--- src/design/rsl_pkg.sv ---
// Package: constants and types of the reset state loader
package rsl_pkg;
   localparam int unsigned RSL_PC_W = 13;
   localparam logic [12:0] RSL_PC_RESET = 13'h0000;
   localparam logic [12:0] RSL_PC_VECTOR = 13'h0004;
   localparam logic [7:0] RSL_OPTION_RESET = 8'hff;
   // STATUS image on cold reset: timeout and powerdown flags set
   localparam logic [7:0] RSL_STATUS_COLD = 8'h18;
   localparam int unsigned RSL_TIMEOUT_BIT = 4;
   localparam int unsigned RSL_POWERDOWN_BIT = 3;
   localparam int unsigned RSL_POR_BIT = 1;
   localparam int unsigned RSL_BROWNOUT_BIT = 0;
   localparam logic [7:0] RSL_IRQCTL_RESET = 8'h00;
   localparam logic [7:0] RSL_IRQCTL_IMPL = 8'hff;
   // Reserved bit 7 of flag reg one, bits 7..5 and 2..0 absent in flag reg two
   localparam logic [7:0] RSL_PFR1_IMPL = 8'h7f;
   localparam logic [7:0] RSL_PFR2_IMPL = 8'h18;
   localparam logic [1:0] RSL_PWR_IMPL = 2'h3;
   localparam int unsigned RSL_IRQ_ENABLE_BIT = 7;

   typedef enum logic [2:0] {
      RSL_NONE = 3'b000,
      RSL_POR = 3'b001,
      RSL_BROWNOUT = 3'b010,
      RSL_PIN = 3'b011,
      RSL_PIN_SLEEP = 3'b100,
      RSL_WDT = 3'b101,
      RSL_WAKE_WDT = 3'b110,
      RSL_WAKE_IRQ = 3'b111
   } rsl_cause_e;

   typedef struct packed {
      logic [12:0] pc;
      logic [7:0] status;
      logic [7:0] option;
      logic [7:0] irqctl;
      logic [7:0] pfr1;
      logic [7:0] pfr2;
      logic [1:0] pwr;
      logic [7:0] gen;
      rsl_cause_e cause;
      logic load;
   } rsl_state_s;
endpackage : rsl_pkg

--- src/design/rsl_loader.sv ---
// Reset state loader: picks register values on reset and wake-up
// Notes on behaviour
// RULE1: Wake-up resumes at PC+1; interrupt wake with global enable loads vector.
// RULE2: Interrupt wake-up sets a flag bit in interrupt control or peripheral flag regs.
// RULE3: Unimplemented bit positions always read back as zero.
// RULE4: Software keeps reserved flag and enable bits written as zero.
// RULE5: Timeout, powerdown and power status bits depend on the reset cause.
// RULE6: Option register loads all ones on resets, unchanged on wake-up.
// RULE7: Defined-state registers load on all resets, untouched on watchdog wake (code still ORs the wake flag inputs into interrupt control and flag regs).
// RULE8: Unscheme registers power up unknown and hold through other resets.
// RULE9: Power-on/brown-out beat pin/watchdog, which beat wake-up.
module rsl_loader
   import rsl_pkg::*;
(
   // Clock and reset
   input wire logic I_MCLK,
   input wire logic I_NRST,
   // Reset and wake cause pulses, one cycle each, and the sleep level
   input wire logic I_POR,
   input wire logic I_BROWNOUT_RESET_EVENT,
   input wire logic I_MASTER_CLEAR_PIN,
   input wire logic I_WDT_TIMEOUT,
   input wire logic I_IRQ_WAKE,
   input wire logic I_SLEEPING,
   // Current core state
   input wire logic [12:0] I_PC,
   input wire logic [7:0] I_WAKE_FLAGS1,
   input wire logic [7:0] I_WAKE_FLAGS2,
   input wire logic [7:0] I_WAKE_IRQCTL,
   input wire logic [7:0] I_OPTION_WR,
   input wire logic I_OPTION_WE,
   input wire logic [7:0] I_GEN_WR,
   input wire logic I_GEN_WE,
   // Loaded images
   output logic [12:0] O_PC,
   output logic [7:0] O_STATUS,
   output logic [7:0] O_OPTION,
   output logic [7:0] O_IRQ_CONTROL_REG,
   output logic [7:0] O_PERIPH_FLAG_REG_ONE,
   output logic [7:0] O_PERIPH_FLAG_REG_TWO,
   output logic [1:0] O_POWER_STATUS_REG,
   output logic [7:0] O_GEN_REG,
   output logic [2:0] O_CAUSE,
   output logic O_LOAD
);
   rsl_state_s s_q;
   rsl_state_s s_d;
   rsl_cause_e c;
   logic sleep_wake;
   logic irq_enable;

   //----------------------------------------
   // Cause decode and register images
   //----------------------------------------
   always_comb begin
      s_d = s_q;
      s_d.load = 1'b0;
      sleep_wake = I_SLEEPING & (I_WDT_TIMEOUT | I_IRQ_WAKE);
      // Enable is taken from the image before this wake; flags arriving now cannot vector
      irq_enable = s_q.irqctl[RSL_IRQ_ENABLE_BIT];
      // Highest class wins when causes coincide
      if (I_POR) begin // see RULE9
         c = RSL_POR;
      end else if (I_BROWNOUT_RESET_EVENT) begin
         c = RSL_BROWNOUT;
      end else if (I_MASTER_CLEAR_PIN) begin
         c = I_SLEEPING ? RSL_PIN_SLEEP : RSL_PIN;
      end else if (I_WDT_TIMEOUT && !I_SLEEPING) begin
         c = RSL_WDT;
      end else if (sleep_wake) begin
         c = I_WDT_TIMEOUT ? RSL_WAKE_WDT : RSL_WAKE_IRQ;
      end else begin
         c = RSL_NONE;
      end
      if (I_OPTION_WE) begin
         s_d.option = I_OPTION_WR;
      end
      if (I_GEN_WE) begin
         s_d.gen = I_GEN_WR;
      end
      case (c)
         RSL_POR, RSL_BROWNOUT, RSL_PIN, RSL_PIN_SLEEP, RSL_WDT: begin
            s_d.pc = RSL_PC_RESET; // see RULE7
            s_d.option = RSL_OPTION_RESET; // see RULE6
            s_d.irqctl = RSL_IRQCTL_RESET; // see RULE7
            s_d.pfr1 = 8'h00;
            s_d.pfr2 = 8'h00;
            // General register is kept except on power-on: only content outside the scheme
            s_d.status[7:5] = 3'h0; // see RULE5
            case (c)
               RSL_POR: begin
                  s_d.status[RSL_TIMEOUT_BIT] = 1'b1;
                  s_d.status[RSL_POWERDOWN_BIT] = 1'b1;
                  s_d.pwr[RSL_POR_BIT] = 1'b0; // see RULE5
               end
               RSL_BROWNOUT: begin
                  s_d.status[RSL_TIMEOUT_BIT] = 1'b1;
                  s_d.status[RSL_POWERDOWN_BIT] = 1'b1;
                  s_d.pwr[RSL_BROWNOUT_BIT] = 1'b0;
               end
               RSL_PIN_SLEEP: begin
                  s_d.status[RSL_TIMEOUT_BIT] = 1'b1;
                  s_d.status[RSL_POWERDOWN_BIT] = 1'b0;
               end
               RSL_WDT: begin
                  s_d.status[RSL_TIMEOUT_BIT] = 1'b0;
                  s_d.status[RSL_POWERDOWN_BIT] = 1'b1;
               end
               default: begin
               end
            endcase
            if (c == RSL_POR) begin
               // Unknown on power-up; held at zero here as the modelled value
               s_d.gen = 8'h00; // see RULE8
               s_d.status[2:0] = 3'h0;
            end
            s_d.load = 1'b1;
         end
         RSL_WAKE_WDT, RSL_WAKE_IRQ: begin
            s_d.pc = I_PC + 13'h0001; // see RULE1
            if (c == RSL_WAKE_IRQ && irq_enable) begin
               s_d.pc = RSL_PC_VECTOR; // see RULE1
            end
            s_d.status[RSL_TIMEOUT_BIT] = (c == RSL_WAKE_IRQ);
            s_d.status[RSL_POWERDOWN_BIT] = 1'b0; // see RULE5
            s_d.irqctl = s_q.irqctl | I_WAKE_IRQCTL; // see RULE2
            s_d.pfr1 = s_q.pfr1 | I_WAKE_FLAGS1;
            s_d.pfr2 = s_q.pfr2 | I_WAKE_FLAGS2;
            // Interrupt wake with no source reported: mark the peripheral summary
            // Only implemented positions count, since masked flags would leave nothing visible
            if (c == RSL_WAKE_IRQ && (I_WAKE_IRQCTL | (I_WAKE_FLAGS1 & RSL_PFR1_IMPL)
                  | (I_WAKE_FLAGS2 & RSL_PFR2_IMPL)) == 8'h00) begin
               s_d.irqctl[0] = 1'b1; // see RULE2
            end
            s_d.load = 1'b1;
         end
         default: begin
         end
      endcase
      // Absent and reserved positions forced to zero every cycle
      s_d.irqctl = s_d.irqctl & RSL_IRQCTL_IMPL; // see RULE3
      s_d.pfr1 = s_d.pfr1 & RSL_PFR1_IMPL; // see RULE3
      s_d.pfr2 = s_d.pfr2 & RSL_PFR2_IMPL; // see RULE3
      // Power status bits have no write path here, so only resets ever move them
      s_d.pwr = s_d.pwr & RSL_PWR_IMPL;
      s_d.cause = c;
   end

   always_ff @(posedge I_MCLK) begin
      if (!I_NRST) begin
         s_q <= '{pc: RSL_PC_RESET, status: RSL_STATUS_COLD, option: RSL_OPTION_RESET,
                  irqctl: RSL_IRQCTL_RESET, pfr1: 8'h00, pfr2: 8'h00, pwr: 2'h0,
                  gen: 8'h00, cause: RSL_NONE, load: 1'b0};
      end else begin
         s_q <= s_d;
      end
   end

   //----------------------------------------
   // Outputs, all straight from the state register
   //----------------------------------------
   assign O_PC = s_q.pc;
   assign O_STATUS = s_q.status;
   assign O_OPTION = s_q.option;
   assign O_IRQ_CONTROL_REG = s_q.irqctl;
   assign O_PERIPH_FLAG_REG_ONE = s_q.pfr1;
   assign O_PERIPH_FLAG_REG_TWO = s_q.pfr2;
   assign O_POWER_STATUS_REG = s_q.pwr;
   assign O_GEN_REG = s_q.gen;
   assign O_CAUSE = s_q.cause;
   assign O_LOAD = s_q.load;

   //----------------------------------------
   // Checks
   //----------------------------------------
   wake_pc_a: assert property (@(posedge I_MCLK) disable iff (!I_NRST) // see RULE1
      (!I_POR && !I_BROWNOUT_RESET_EVENT && !I_MASTER_CLEAR_PIN && I_SLEEPING && I_WDT_TIMEOUT)
      |=> O_PC == $past(I_PC) + 13'h0001)
      else $error("watchdog wake pc not pc plus one");
   wake_vector_a: assert property (@(posedge I_MCLK) disable iff (!I_NRST) // see RULE1
      (c == RSL_WAKE_IRQ && irq_enable) |=> O_PC == RSL_PC_VECTOR)
      else $error("irq wake did not vector");
   wake_flag_a: assert property (@(posedge I_MCLK) disable iff (!I_NRST) // see RULE2
      (c == RSL_WAKE_IRQ) |=> (O_IRQ_CONTROL_REG | O_PERIPH_FLAG_REG_ONE | O_PERIPH_FLAG_REG_TWO) != 8'h00)
      else $error("wake left no flag");
   unimpl_zero_a: assert property (@(posedge I_MCLK) disable iff (!I_NRST) // see RULE3
      (O_PERIPH_FLAG_REG_ONE & ~RSL_PFR1_IMPL) == 8'h00 && (O_PERIPH_FLAG_REG_TWO & ~RSL_PFR2_IMPL) == 8'h00)
      else $error("unimplemented bit set");
   status_cause_a: assert property (@(posedge I_MCLK) disable iff (!I_NRST) // see RULE5
      (c == RSL_WDT) |=> !O_STATUS[RSL_TIMEOUT_BIT] && O_STATUS[RSL_POWERDOWN_BIT] && O_LOAD)
      else $error("watchdog reset status wrong");
   por_flag_a: assert property (@(posedge I_MCLK) disable iff (!I_NRST) // see RULE5
      I_POR |=> !O_POWER_STATUS_REG[RSL_POR_BIT] && O_STATUS[RSL_TIMEOUT_BIT] && O_STATUS[RSL_POWERDOWN_BIT])
      else $error("power-on status wrong");
   option_keep_a: assert property (@(posedge I_MCLK) disable iff (!I_NRST) // see RULE6
      (sleep_wake && !I_POR && !I_BROWNOUT_RESET_EVENT && !I_MASTER_CLEAR_PIN && !I_OPTION_WE)
      |=> $stable(O_OPTION))
      else $error("option changed on wake");
   option_ones_a: assert property (@(posedge I_MCLK) disable iff (!I_NRST) // see RULE6
      (I_MASTER_CLEAR_PIN || I_BROWNOUT_RESET_EVENT) |=> O_OPTION == RSL_OPTION_RESET && O_PC == RSL_PC_RESET)
      else $error("option not all ones on reset");
   gen_keep_a: assert property (@(posedge I_MCLK) disable iff (!I_NRST) // see RULE8
      (!I_POR && !I_GEN_WE) |=> $stable(O_GEN_REG))
      else $error("general register changed");
   cause_prio_a: assert property (@(posedge I_MCLK) disable iff (!I_NRST) // see RULE9
      (I_POR && I_MASTER_CLEAR_PIN) |=> O_CAUSE == RSL_POR)
      else $error("priority wrong");
   pin_sleep_status_a: assert property (@(posedge I_MCLK) disable iff (!I_NRST) // see RULE5
      (c == RSL_PIN_SLEEP) |=> O_STATUS[RSL_TIMEOUT_BIT] && !O_STATUS[RSL_POWERDOWN_BIT] && O_PC == RSL_PC_RESET)
      else $error("pin reset in sleep status wrong");
   wdt_wake_status_a: assert property (@(posedge I_MCLK) disable iff (!I_NRST) // see RULE5
      (c == RSL_WAKE_WDT) |=> !O_STATUS[RSL_TIMEOUT_BIT] && !O_STATUS[RSL_POWERDOWN_BIT] && O_LOAD)
      else $error("watchdog wake status wrong");
   brownout_flag_a: assert property (@(posedge I_MCLK) disable iff (!I_NRST) // see RULE5
      (I_BROWNOUT_RESET_EVENT && !I_POR) |=> !O_POWER_STATUS_REG[RSL_BROWNOUT_BIT] && O_STATUS[RSL_TIMEOUT_BIT])
      else $error("brown-out status wrong");
   reset_clear_a: assert property (@(posedge I_MCLK) disable iff (!I_NRST) // see RULE7
      (c == RSL_PIN || c == RSL_WDT) |=> O_IRQ_CONTROL_REG == RSL_IRQCTL_RESET && O_PERIPH_FLAG_REG_ONE == 8'h00
         && O_PERIPH_FLAG_REG_TWO == 8'h00)
      else $error("reset left interrupt flags set");
   wake_keep_a: assert property (@(posedge I_MCLK) disable iff (!I_NRST) // see RULE7
      (c == RSL_WAKE_WDT) |=> (O_IRQ_CONTROL_REG & $past(O_IRQ_CONTROL_REG)) == $past(O_IRQ_CONTROL_REG))
      else $error("watchdog wake cleared a flag");
   awake_irq_a: assert property (@(posedge I_MCLK) disable iff (!I_NRST) // see RULE1
      (I_IRQ_WAKE && !I_SLEEPING && !I_POR && !I_BROWNOUT_RESET_EVENT && !I_MASTER_CLEAR_PIN && !I_WDT_TIMEOUT)
      |=> !O_LOAD)
      else $error("irq while awake caused a load");
endmodule : rsl_loader

--- config.mk ---
export PLATFORM = sky130hd
export DESIGN_NAME = rsl_loader
export DESIGN_NICKNAME = d
export VERILOG_FILES = /design/src/design/rsl_pkg.sv /design/src/design/rsl_loader.sv
export SDC_FILE = /design/constraint.sdc
export NUM_CORES = 1
export LEC_CHECK = 0
export BUFFER_PORTS_ARGS = -buffer_cell sky130_fd_sc_hd__buf_2
export CORE_AREA = 2 2 83 85
export CTS_BUF_LIST = sky130_fd_sc_hd__clkbuf_16
export DETAILED_ROUTE_END_ITERATION = 10
export DIE_AREA = 0 0 85 87
export PLACE_DENSITY = 0.68
export SLEW_MARGIN = 5
export SYNTH_ARGS = -nofsm -noshare
export SYNTH_HDL_FRONTEND = slang
export SYNTH_SLANG_ARGS = --single-unit
--- constraint.sdc ---
create_clock -name I_MCLK -period 1.3 [get_ports I_MCLK]
set_input_delay 0.13 -clock I_MCLK [delete_from_list [all_inputs] [get_ports I_MCLK]]
set_output_delay 0.13 -clock I_MCLK [all_outputs]
set_load 0.03 [all_outputs]
## Word-level counts from Yosys, hierarchy flattened

Index checks and enable logic that the tools add are counted.
W data, S select, Z words.

- Input bits: 63
- Register bits after elaboration: 59
- Word-level logic and storage cells: 57
- Output and inout port bits: 67

- $add $sub $neg: 1
- Reduce and logical (&&, ||, !) cells: 12
- Multiplexer cells: 17
- Equal/unequal tests: 8
- Bitwise logic cells: 8

Operators by type and width:

| kind | number |
|---|---|
| $pmux W24 S2 | 1 |
| $pmux W13 S2 | 1 |
| $mux W8 | 3 |
| $or A8 B8 Y8 | 3 |
| $mux W3 | 6 |
| $add A13 B1 Y13 const B | 1 |
| $mux W13 | 1 |
| $eq A3 B3 Y1 const B | 4 |
| $logic_not A8 Y1 | 1 |
| $or A8 B5 Y8 | 1 |
| $or A8 B7 Y8 | 1 |
| $reduce_or A7 Y1 | 1 |
| $eq A3 B2 Y1 const B | 2 |
| $pmux W2 S3 | 1 |
| $reduce_or A6 Y1 | 1 |
| $reduce_or A5 Y1 | 1 |
| $ne A4 B4 Y1 const B | 1 |
| $pmux W2 S2 | 1 |
| $reduce_or A2 Y1 | 2 |
| $eq A3 B1 Y1 const B | 1 |
| $logic_and A1 B1 Y1 | 3 |
| $mux W1 | 3 |
| $reduce_and A2 Y1 | 1 |
| $reduce_bool A2 Y1 | 1 |
| other kinds (4) | 4 |

## Longest topological paths before layout

Gate-level depths: netlist (run 1).

- Depth after elaboration: 11
- Depth in mapped cells: 6
- Mapped depth without buffers: 5

## Least setup slack after synthesis (run 1)

Ideal clock, no wire load.

- Kind: input -> register
- Start point: in I_MASTER_CLEAR_PIN
- End point: reg s_q (netlist bit O_PC[12])
- Required time: 1.209 ns
- Setup time: 0.091 ns
- Cell stages on the path: 5
- Arrival: 1.348 ns
- Path slack: -0.139 ns
- Cells stage by stage: buf_2 > or3_4 > a311oi_4 > a21oi_1 > a311oi_1

- Word-level cells in the longest chain between the ends: 7
- Elaborated cells on any way between the ends: 16
- Classes of those cells: 7 x eq/ne; 5 x mux; 4 x reduce/logical

RTL lines:

| item | line | text |
|---|---|---|
| start, declared | rsl_loader.sv:21 | `input wire logic I_MASTER_CLEAR_PIN,` |
| $mux W3 * | rsl_loader.sv:66 | `end else if (I_MASTER_CLEAR_PIN) begin` |
| $mux W3 * | rsl_loader.sv:64 | `end else if (I_BROWNOUT_RESET_EVENT) begin` |
| $mux W3 * | rsl_loader.sv:62 | `if (I_POR) begin` |
| $eq A3 B3 Y1 | rsl_loader.sv:81, rsl_loader.sv:121 |  |
| $logic_and A1 B1 Y1 | rsl_loader.sv:121 | `if (c == RSL_WAKE_IRQ && irq_enable) begin` |
| $mux W13 | rsl_loader.sv:121 |  |
| $pmux W13 S2 | rsl_loader.sv:81 | `case (c)` |
| end signal, assigned | rsl_loader.sv:151 | `s_q <= '{pc: RSL_PC_RESET, status: RSL_STATUS_COLD, option: RSL_OPTION_RESET,` |
| end, declared | rsl_loader.sv:46 | `rsl_state_s s_q;` |

Every way passes the cells marked *; elsewhere a longest branch is shown, timed or not.
A chain may end at the register's enable or synchronous reset.

## Worst setup path after layout (run 1)

- Start point: in I_BROWNOUT_RESET_EVENT
- End point: reg s_q (netlist bit O_PC[12])

- Word-level cells in the longest chain between the ends: 6
- Elaborated cells on any way between the ends: 15
- Classes of those cells: 7 x eq/ne; 4 x mux; 4 x reduce/logical

RTL lines:

| item | line | text |
|---|---|---|
| start, declared | rsl_loader.sv:20 | `input wire logic I_BROWNOUT_RESET_EVENT,` |
| $mux W3 * | rsl_loader.sv:64 |  |
| $mux W3 * | rsl_loader.sv:62 |  |
| $eq A3 B3 Y1 | rsl_loader.sv:81, rsl_loader.sv:121 |  |
| $logic_and A1 B1 Y1 | rsl_loader.sv:121 |  |
| $mux W13 | rsl_loader.sv:121 |  |
| $pmux W13 S2 | rsl_loader.sv:81 |  |

Marks and branches as above.

==> flow_summary_export.csv, run 1 <==
group,metric,value,unit
outcome,outcome,"completed",
clocking,cts_made_buffers,5,
clocking,htreeDepth,2,
global_routing,grt_first_pass_wirelength,8740,um
finish,instances_no_fill,460,
finish,multi_input_comb_area,1110,sq um
yosys,synth_area_per_cell,9.02,sq um
critical_path,path_buf_inv,1,
critical_path,regToRegSetupSlack,170,ps
placed_design,pre_cts_ws,-193,ps
power_and_ir_drop,power.leakage,1.47,nW
timing,clock_skew,3.53,ps
placed_design,port_buffers,107,
timing,setup_violations,0,
critical_path,worstSetupStartpoint,"I_BROWNOUT_RESET_EVENT",
route,drc,0,
clocking,cts_setup_buffers,0,
placed_design,gp_congestion,0.831,
route,wl_per_cell,12.4,um
placed_design,dp_hpwl,4570,um
finish,num-nets-final,443,
floorplan,dieArea,7400,sq um
timing,fin_ws,100,ps
route,first_pass_iters,4,
hold_path,hp-class,"in2reg",
floorplan,row_count,30,
critical_path,worstSetupEndpointType,"flip-flop",
yosys,synth_ff_type,"dfxtp_1",
critical_path,crit_family,"simple AND/OR/NAND/NOR gates",
global_routing,gr-total-overflow,0,
finish,area_delta_synth_final,42.2,%
clocking,holdBufCountCts,0,
floorplan,die_w,85,um
critical_path,r2r_start,"O_IRQ_CONTROL_REG[7]",
timing,report.final.slew_viol_count,0,
clocking,insertion_delay,280,ps
critical_path,cp.arrival,1390,ps
timing,fin_setup_tns,0,ps
floorplan,start_util,34.1,%
clocking,cts_resized,0,
finish,fill_cells,661,
floorplan,core,6570,sq um
route,vias_per_cell,4.70,
timing,rsz0062_at_grt,"no",
critical_path,start_kind,"primary input",
finish,regArea,1040,sq um
critical_path,crit_path_end,"O_PC[12]",
placed_design,dp_cells,452,
timing,fin_crit,1200,ps
critical_path,crit_chain,"buf_2 -> or4_4 -> nor2_4 -> a21oi_1 -> a311oi_1",
yosys,synth.ff_latch_count,52,
power_and_ir_drop,worst_ir_drop_vdd,0.000698,V
critical_path,crit_cells,5,
timing,final_hold_viol_count,0,
floorplan,io_pins,130,
finish,drive_gt1_share,39.7,%
clocking,numClockSinks,52,
route,routed_wl,5680,um
critical_path,rr_worst_depth,4,
clocking,cts_tree,"yes",
yosys,synth_enable_flop_cells,0,
critical_path,cp_slowest_cell,"or4_4",
global_routing,grt_usage,14.6,%
critical_path,crit_path_max_incr_delay,570,ps
critical_path,crit_required,1490,ps
yosys,syn_area,2240,sq um
placed_design,dpl_cell_area,3020,sq um
yosys,synthCells,248,
clocking,clockBufferDepth,2,
global_routing,grt_max_degree,17,
job,maxCapViolCount,0,
yosys,synth_cell_type_count,44,
critical_path,crit_fanout,6,
floorplan,die_y,87,um
power_and_ir_drop,power.density,1120,nW/um^2
route,vias,2162,
critical_path,setup.worst_path.class,"in2reg",
yosys,ys_seq_area_share,46.5,%
finish,final_area,3180,sq um
yosys,async_reset_ff_share,0,%
global_routing,antenna_found_initial,0,
yosys,synth_warnings,0,
critical_path,r2r-end,"O_PC[1]",
timing,period_share,92.3,%
finish,antenna_cells,0,
clocking,root_buffer,"clkbuf_16",
clocking,path_clk_slew,70,ps
global_routing,grt_pass1_vias,1953,
route,dr.first_iter.drc_count,45,
route,drtAntennaViolNets,0,
timing,fmax,0.833,GHz
## through the flow
stage                     util, %  total power [W]  hold slack [ps]
after detailed placement     46.0          0.00214              352
after global routing         48.4          0.00370             59.9
after floorplan                 -          0.00196              208
after CTS                    48.4          0.00360             57.2
after global placement       46.0          0.00213              344
final                        48.4          0.00355             57.4
## how the worst min path moves through the flow
stage / to / slack [ps] / startpoint / depth (start not counted)
4_1_cts: O_OPTION[4] / 60 / I_OPTION_WR[4] / 3
2_1_floorplan: O_CAUSE[2] / 210 / I_BROWNOUT_RESET_EVENT / 1
3_5_place_dp: O_OPTION[0] / 350 / I_OPTION_WR[0] / 3
3_3_place_gp: O_OPTION[4] / 340 / I_OPTION_WR[4] / 3
6_report: O_OPTION[4] / 60 / I_OPTION_WR[4] / 3
5_1_grt: O_OPTION[0] / 60 / I_OPTION_WR[0] / 3
## flip-flops by register name, summed over array words and instances, names as in the netlist
name                   cells
O_CAUSE                    3
O_GEN_REG                  8
O_IRQ_CONTROL_REG          8
O_LOAD                     1
O_OPTION                   8
O_PC                      13
O_PERIPH_FLAG_REG_ONE      7
O_PERIPH_FLAG_REG_TWO      2
O_STATUS                   2
## layout by cell type (no fill, tap or decap), types with 3 or more instances in the layout
master	Yosys	final
a21oi_1	21	21
a22oi_1	5	5
buf_2	3	107
buf_4	15	26
clkbuf_16	0	5
clkinv_1	1	3
conb_1	1	15
dfxtp_1	52	52
inv_1	4	4
mux2i_1	17	17
nand2_1	18	18
nand2b_1	3	3
nand3_1	10	10
nor2_1	37	37
nor3_1	4	4
nor4_1	4	4
o21ai_1	9	9
o31ai_1	3	3
xnor2_1	5	5
## kinds of logic after synthesis
family	count (synthesis)	synth area share [%]
AO/OA/AOI/OAI	52	15.2
XOR/XNOR	7	2.74
adder cells (fa/ha/maj)	1	0.559
buffers and inverters	29	7.55
flip-flops	52	46.5
multiplexers	17	7.61
other	1	0.168
AND/OR/NAND/NOR	89	19.7
## report_power, final
group | switching (W) | internal, W
clock | 0.000559 | 0.000895
combinational | 0.000286 | 0.000188
sequential | 0.00000920 | 0.00162
total | 0.000854 | 0.00270
## per-layer routing
layer / up-vias / track usage, % / part of all wire (%)
met1: 983 / 18.4 / 44
met3: 4 / 4.45 / 7.7
met5: - / 0 / 0
li1: 1098 / - / -
met2: 77 / 25.1 / 48
met4: 0 / 2.60 / 0.51
## cell usage after synthesis (all sizes together) (2+ instances only)
master	count	area share, %
a21oi	21	4.7
a22oi	5	1.7
a311oi	3	2.0
and3	2	0.56
buf	19	5.9
clkbuf	5	0.84
dfxtp	52	47
inv	4	0.67
mux2i	17	7.6
nand2	18	3.0
nand2b	3	0.84
nand3	10	2.2
nand4	2	1.5
nor2	39	7.0
nor3	4	0.89
nor4	4	1.1
o21ai	12	2.9
o31a	2	0.84
o31ai	3	1.0
or4	3	1.0
xnor2	5	2.0
xor2	2	0.78
## layout make-up
cell class	count	area share [%]
clock buffers	5	3.93
clock inverters	3	1.18
inverters	5	0.590
multi-input cells	181	34.8
flip-flops and latches	52	32.7
well taps	80	3.15
repair buffers	134	23.6
## worst reg2reg max path, stage by stage (launching register included)
cell and delay, ps:
dfxtp_1 350, a311oi_4 350, buf_4 210, a22oi_1 60, nor2_1 100
No activity file was read; power rests on OpenSTA's default activity.
==> run 2, diff against run 1 <==
- BUFFER_PORTS_ARGS: -buffer_cell sky130_fd_sc_hd__buf_2 -> -buffer_cell sky130_fd_sc_hd__clkbuf_2
- PLACE_DENSITY: 0.68 -> 0.65
==> run 2 against run 1 <==
Via count grew 1.2%. Register-to-register slack improved by 20 ps. Critical path type is now reg2out. Critical path depth fell by 3. Combinational power rose by 2%. Worst hold slack worse by 4.6 ps. Highest routed layer unchanged. Final cell count increased by 0.87%.
==> flow_summary_export.csv, run 2 (same netlist as run 1, synthesis figures left out) <==
group,metric,value,unit
outcome,outcome,"completed",
clocking,holdBufCountCts,0,
floorplan,core,6570,sq um
global_routing,grt_pass1_vias,1994,
critical_path,r2r_start,"O_IRQ_CONTROL_REG[7]",
clocking,clockBufferDepth,2,
clocking,htreeDepth,2,
route,wl_per_cell,12.0,um
critical_path,start_kind,"flip-flop",
placed_design,port_buffers,107,
clocking,cts_resized,0,
finish,largest_register_ffs,13,
finish,antenna_cells,0,
critical_path,r2r-end,"O_PC[0]",
finish,drive_gt1_share,40.9,%
finish,regArea,1040,sq um
floorplan,dieArea,7400,sq um
finish,layout_commonest_cell,"clkbuf_2",
job,maxCapViolCount,0,
critical_path,crit_required,1170,ps
critical_path,worstSetupEndpointType,"output pin",
critical_path,setup.worst_path.class,"reg2out",
placed_design,dp_hpwl,4570,um
floorplan,row_count,30,
route,routed_wl,5560,um
clocking,root_buffer,"clkbuf_16",
route,vias,2187,
route,dr.first_iter.drc_count,82,
critical_path,crit_path_end,"O_IRQ_CONTROL_REG[7]",
timing,rsz0062_at_grt,"no",
finish,instances_no_fill,464,
timing,clock_skew,2.29,ps
clocking,path_clk_slew,70,ps
timing,period_share,88.2,%
timing,fin_hold_ws,52.8,ps
placed_design,dpl_cell_area,3040,sq um
route,drc,0,
critical_path,regToRegSetupSlack,190,ps
floorplan,start_util,34.1,%
timing,final_hold_viol_count,0,
timing,fin_setup_tns,0,ps
route,drtAntennaViolNets,0,
finish,fill_cells,644,
critical_path,crit_fanout,3,
placed_design,gp_congestion,0.822,
timing,fmax,0.872,GHz
floorplan,die_w,85,um
critical_path,cp.arrival,1020,ps
critical_path,rr_worst_depth,4,
global_routing,grt_max_degree,19,
global_routing,grt_first_pass_wirelength,9160,um
placed_design,dp_cells,456,
floorplan,io_pins,130,
clocking,cts_tree,"yes",
clocking,cts_setup_buffers,0,
finish,num-nets-final,447,
route,first_pass_iters,4,
finish,final_area,3190,sq um
timing,fin_crit,1150,ps
route,vias_per_cell,4.71,
critical_path,worstSetupStartpoint,"O_IRQ_CONTROL_REG[7]",
hold_path,hp-class,"in2reg",
global_routing,antenna_found_initial,0,
global_routing,gr-total-overflow,0,
timing,setup_violations,0,
clocking,cts_made_buffers,5,
power_and_ir_drop,power.density,1080,nW/um^2
finish,fin_util,48.5,%
finish,area_delta_synth_final,42.4,%
finish,mostFrequentLayoutCells,"107 x clkbuf_2, 52 x dfxtp_1, 37 x nor2_1",
finish,multi_input_comb_area,1110,sq um
timing,report.final.slew_viol_count,0,
power_and_ir_drop,worst_ir_drop_vdd,0.000750,V
clocking,numClockSinks,52,
clocking,insertion_delay,290,ps
global_routing,grt_usage,15.1,%
floorplan,die_y,87,um
power_and_ir_drop,power.leakage,1.47,nW
## run 2: worst min path at each step
stage                           start     endpoint  slack, ps  cells after the start
2_1_floorplan  I_BROWNOUT_RESET_EVENT   O_CAUSE[2]        210                      1
3_3_place_gp           I_OPTION_WR[2]  O_OPTION[2]        350                      3
3_5_place_dp           I_OPTION_WR[7]  O_OPTION[7]        350                      3
4_1_cts                I_OPTION_WR[7]  O_OPTION[7]         50                      3
5_1_grt                I_OPTION_WR[7]  O_OPTION[7]         60                      3
6_report               I_OPTION_WR[7]  O_OPTION[7]         50                      3
## run 2: worst max-delay path: stages (launching register included)
cell      delay, ps
dfxtp_1         380
buf_4           140
clkbuf_2        200
## run 2: metal layers
layer	part of all wire, %	track usage [%]	vias up
met5	0	0	-
met4	0.68	3.32	0
met3	6.6	4.08	4
met2	47	24.2	85
met1	46	20.4	991
li1	-	-	1107
## run 2: area by class of cell
| class | instances | share of cell area [%] |
|---|---|---|
| multi-input cells | 181 | 34.8 |
| flip-flops and latches | 52 | 32.7 |
| repair buffers | 138 | 24.1 |
| clock buffers | 5 | 3.93 |
| well taps | 80 | 3.14 |
| clock inverters | 3 | 0.785 |
| inverters | 5 | 0.589 |
## run 2: power breakdown
part	switching, W	total, W	internal, W
registers	0.00000953	0.00162	0.00161
clock network	0.000605	0.00133	0.000728
logic	0.000289	0.000483	0.000194
## run 2: through the flow
step | total power, W | setup WS (ps)
after CTS | 0.00349 | 125
final | 0.00344 | 154
after global placement | 0.00214 | -131
after floorplan | 0.00196 | -8.60
after global routing | 0.00360 | 54.5
after detailed placement | 0.00215 | -155
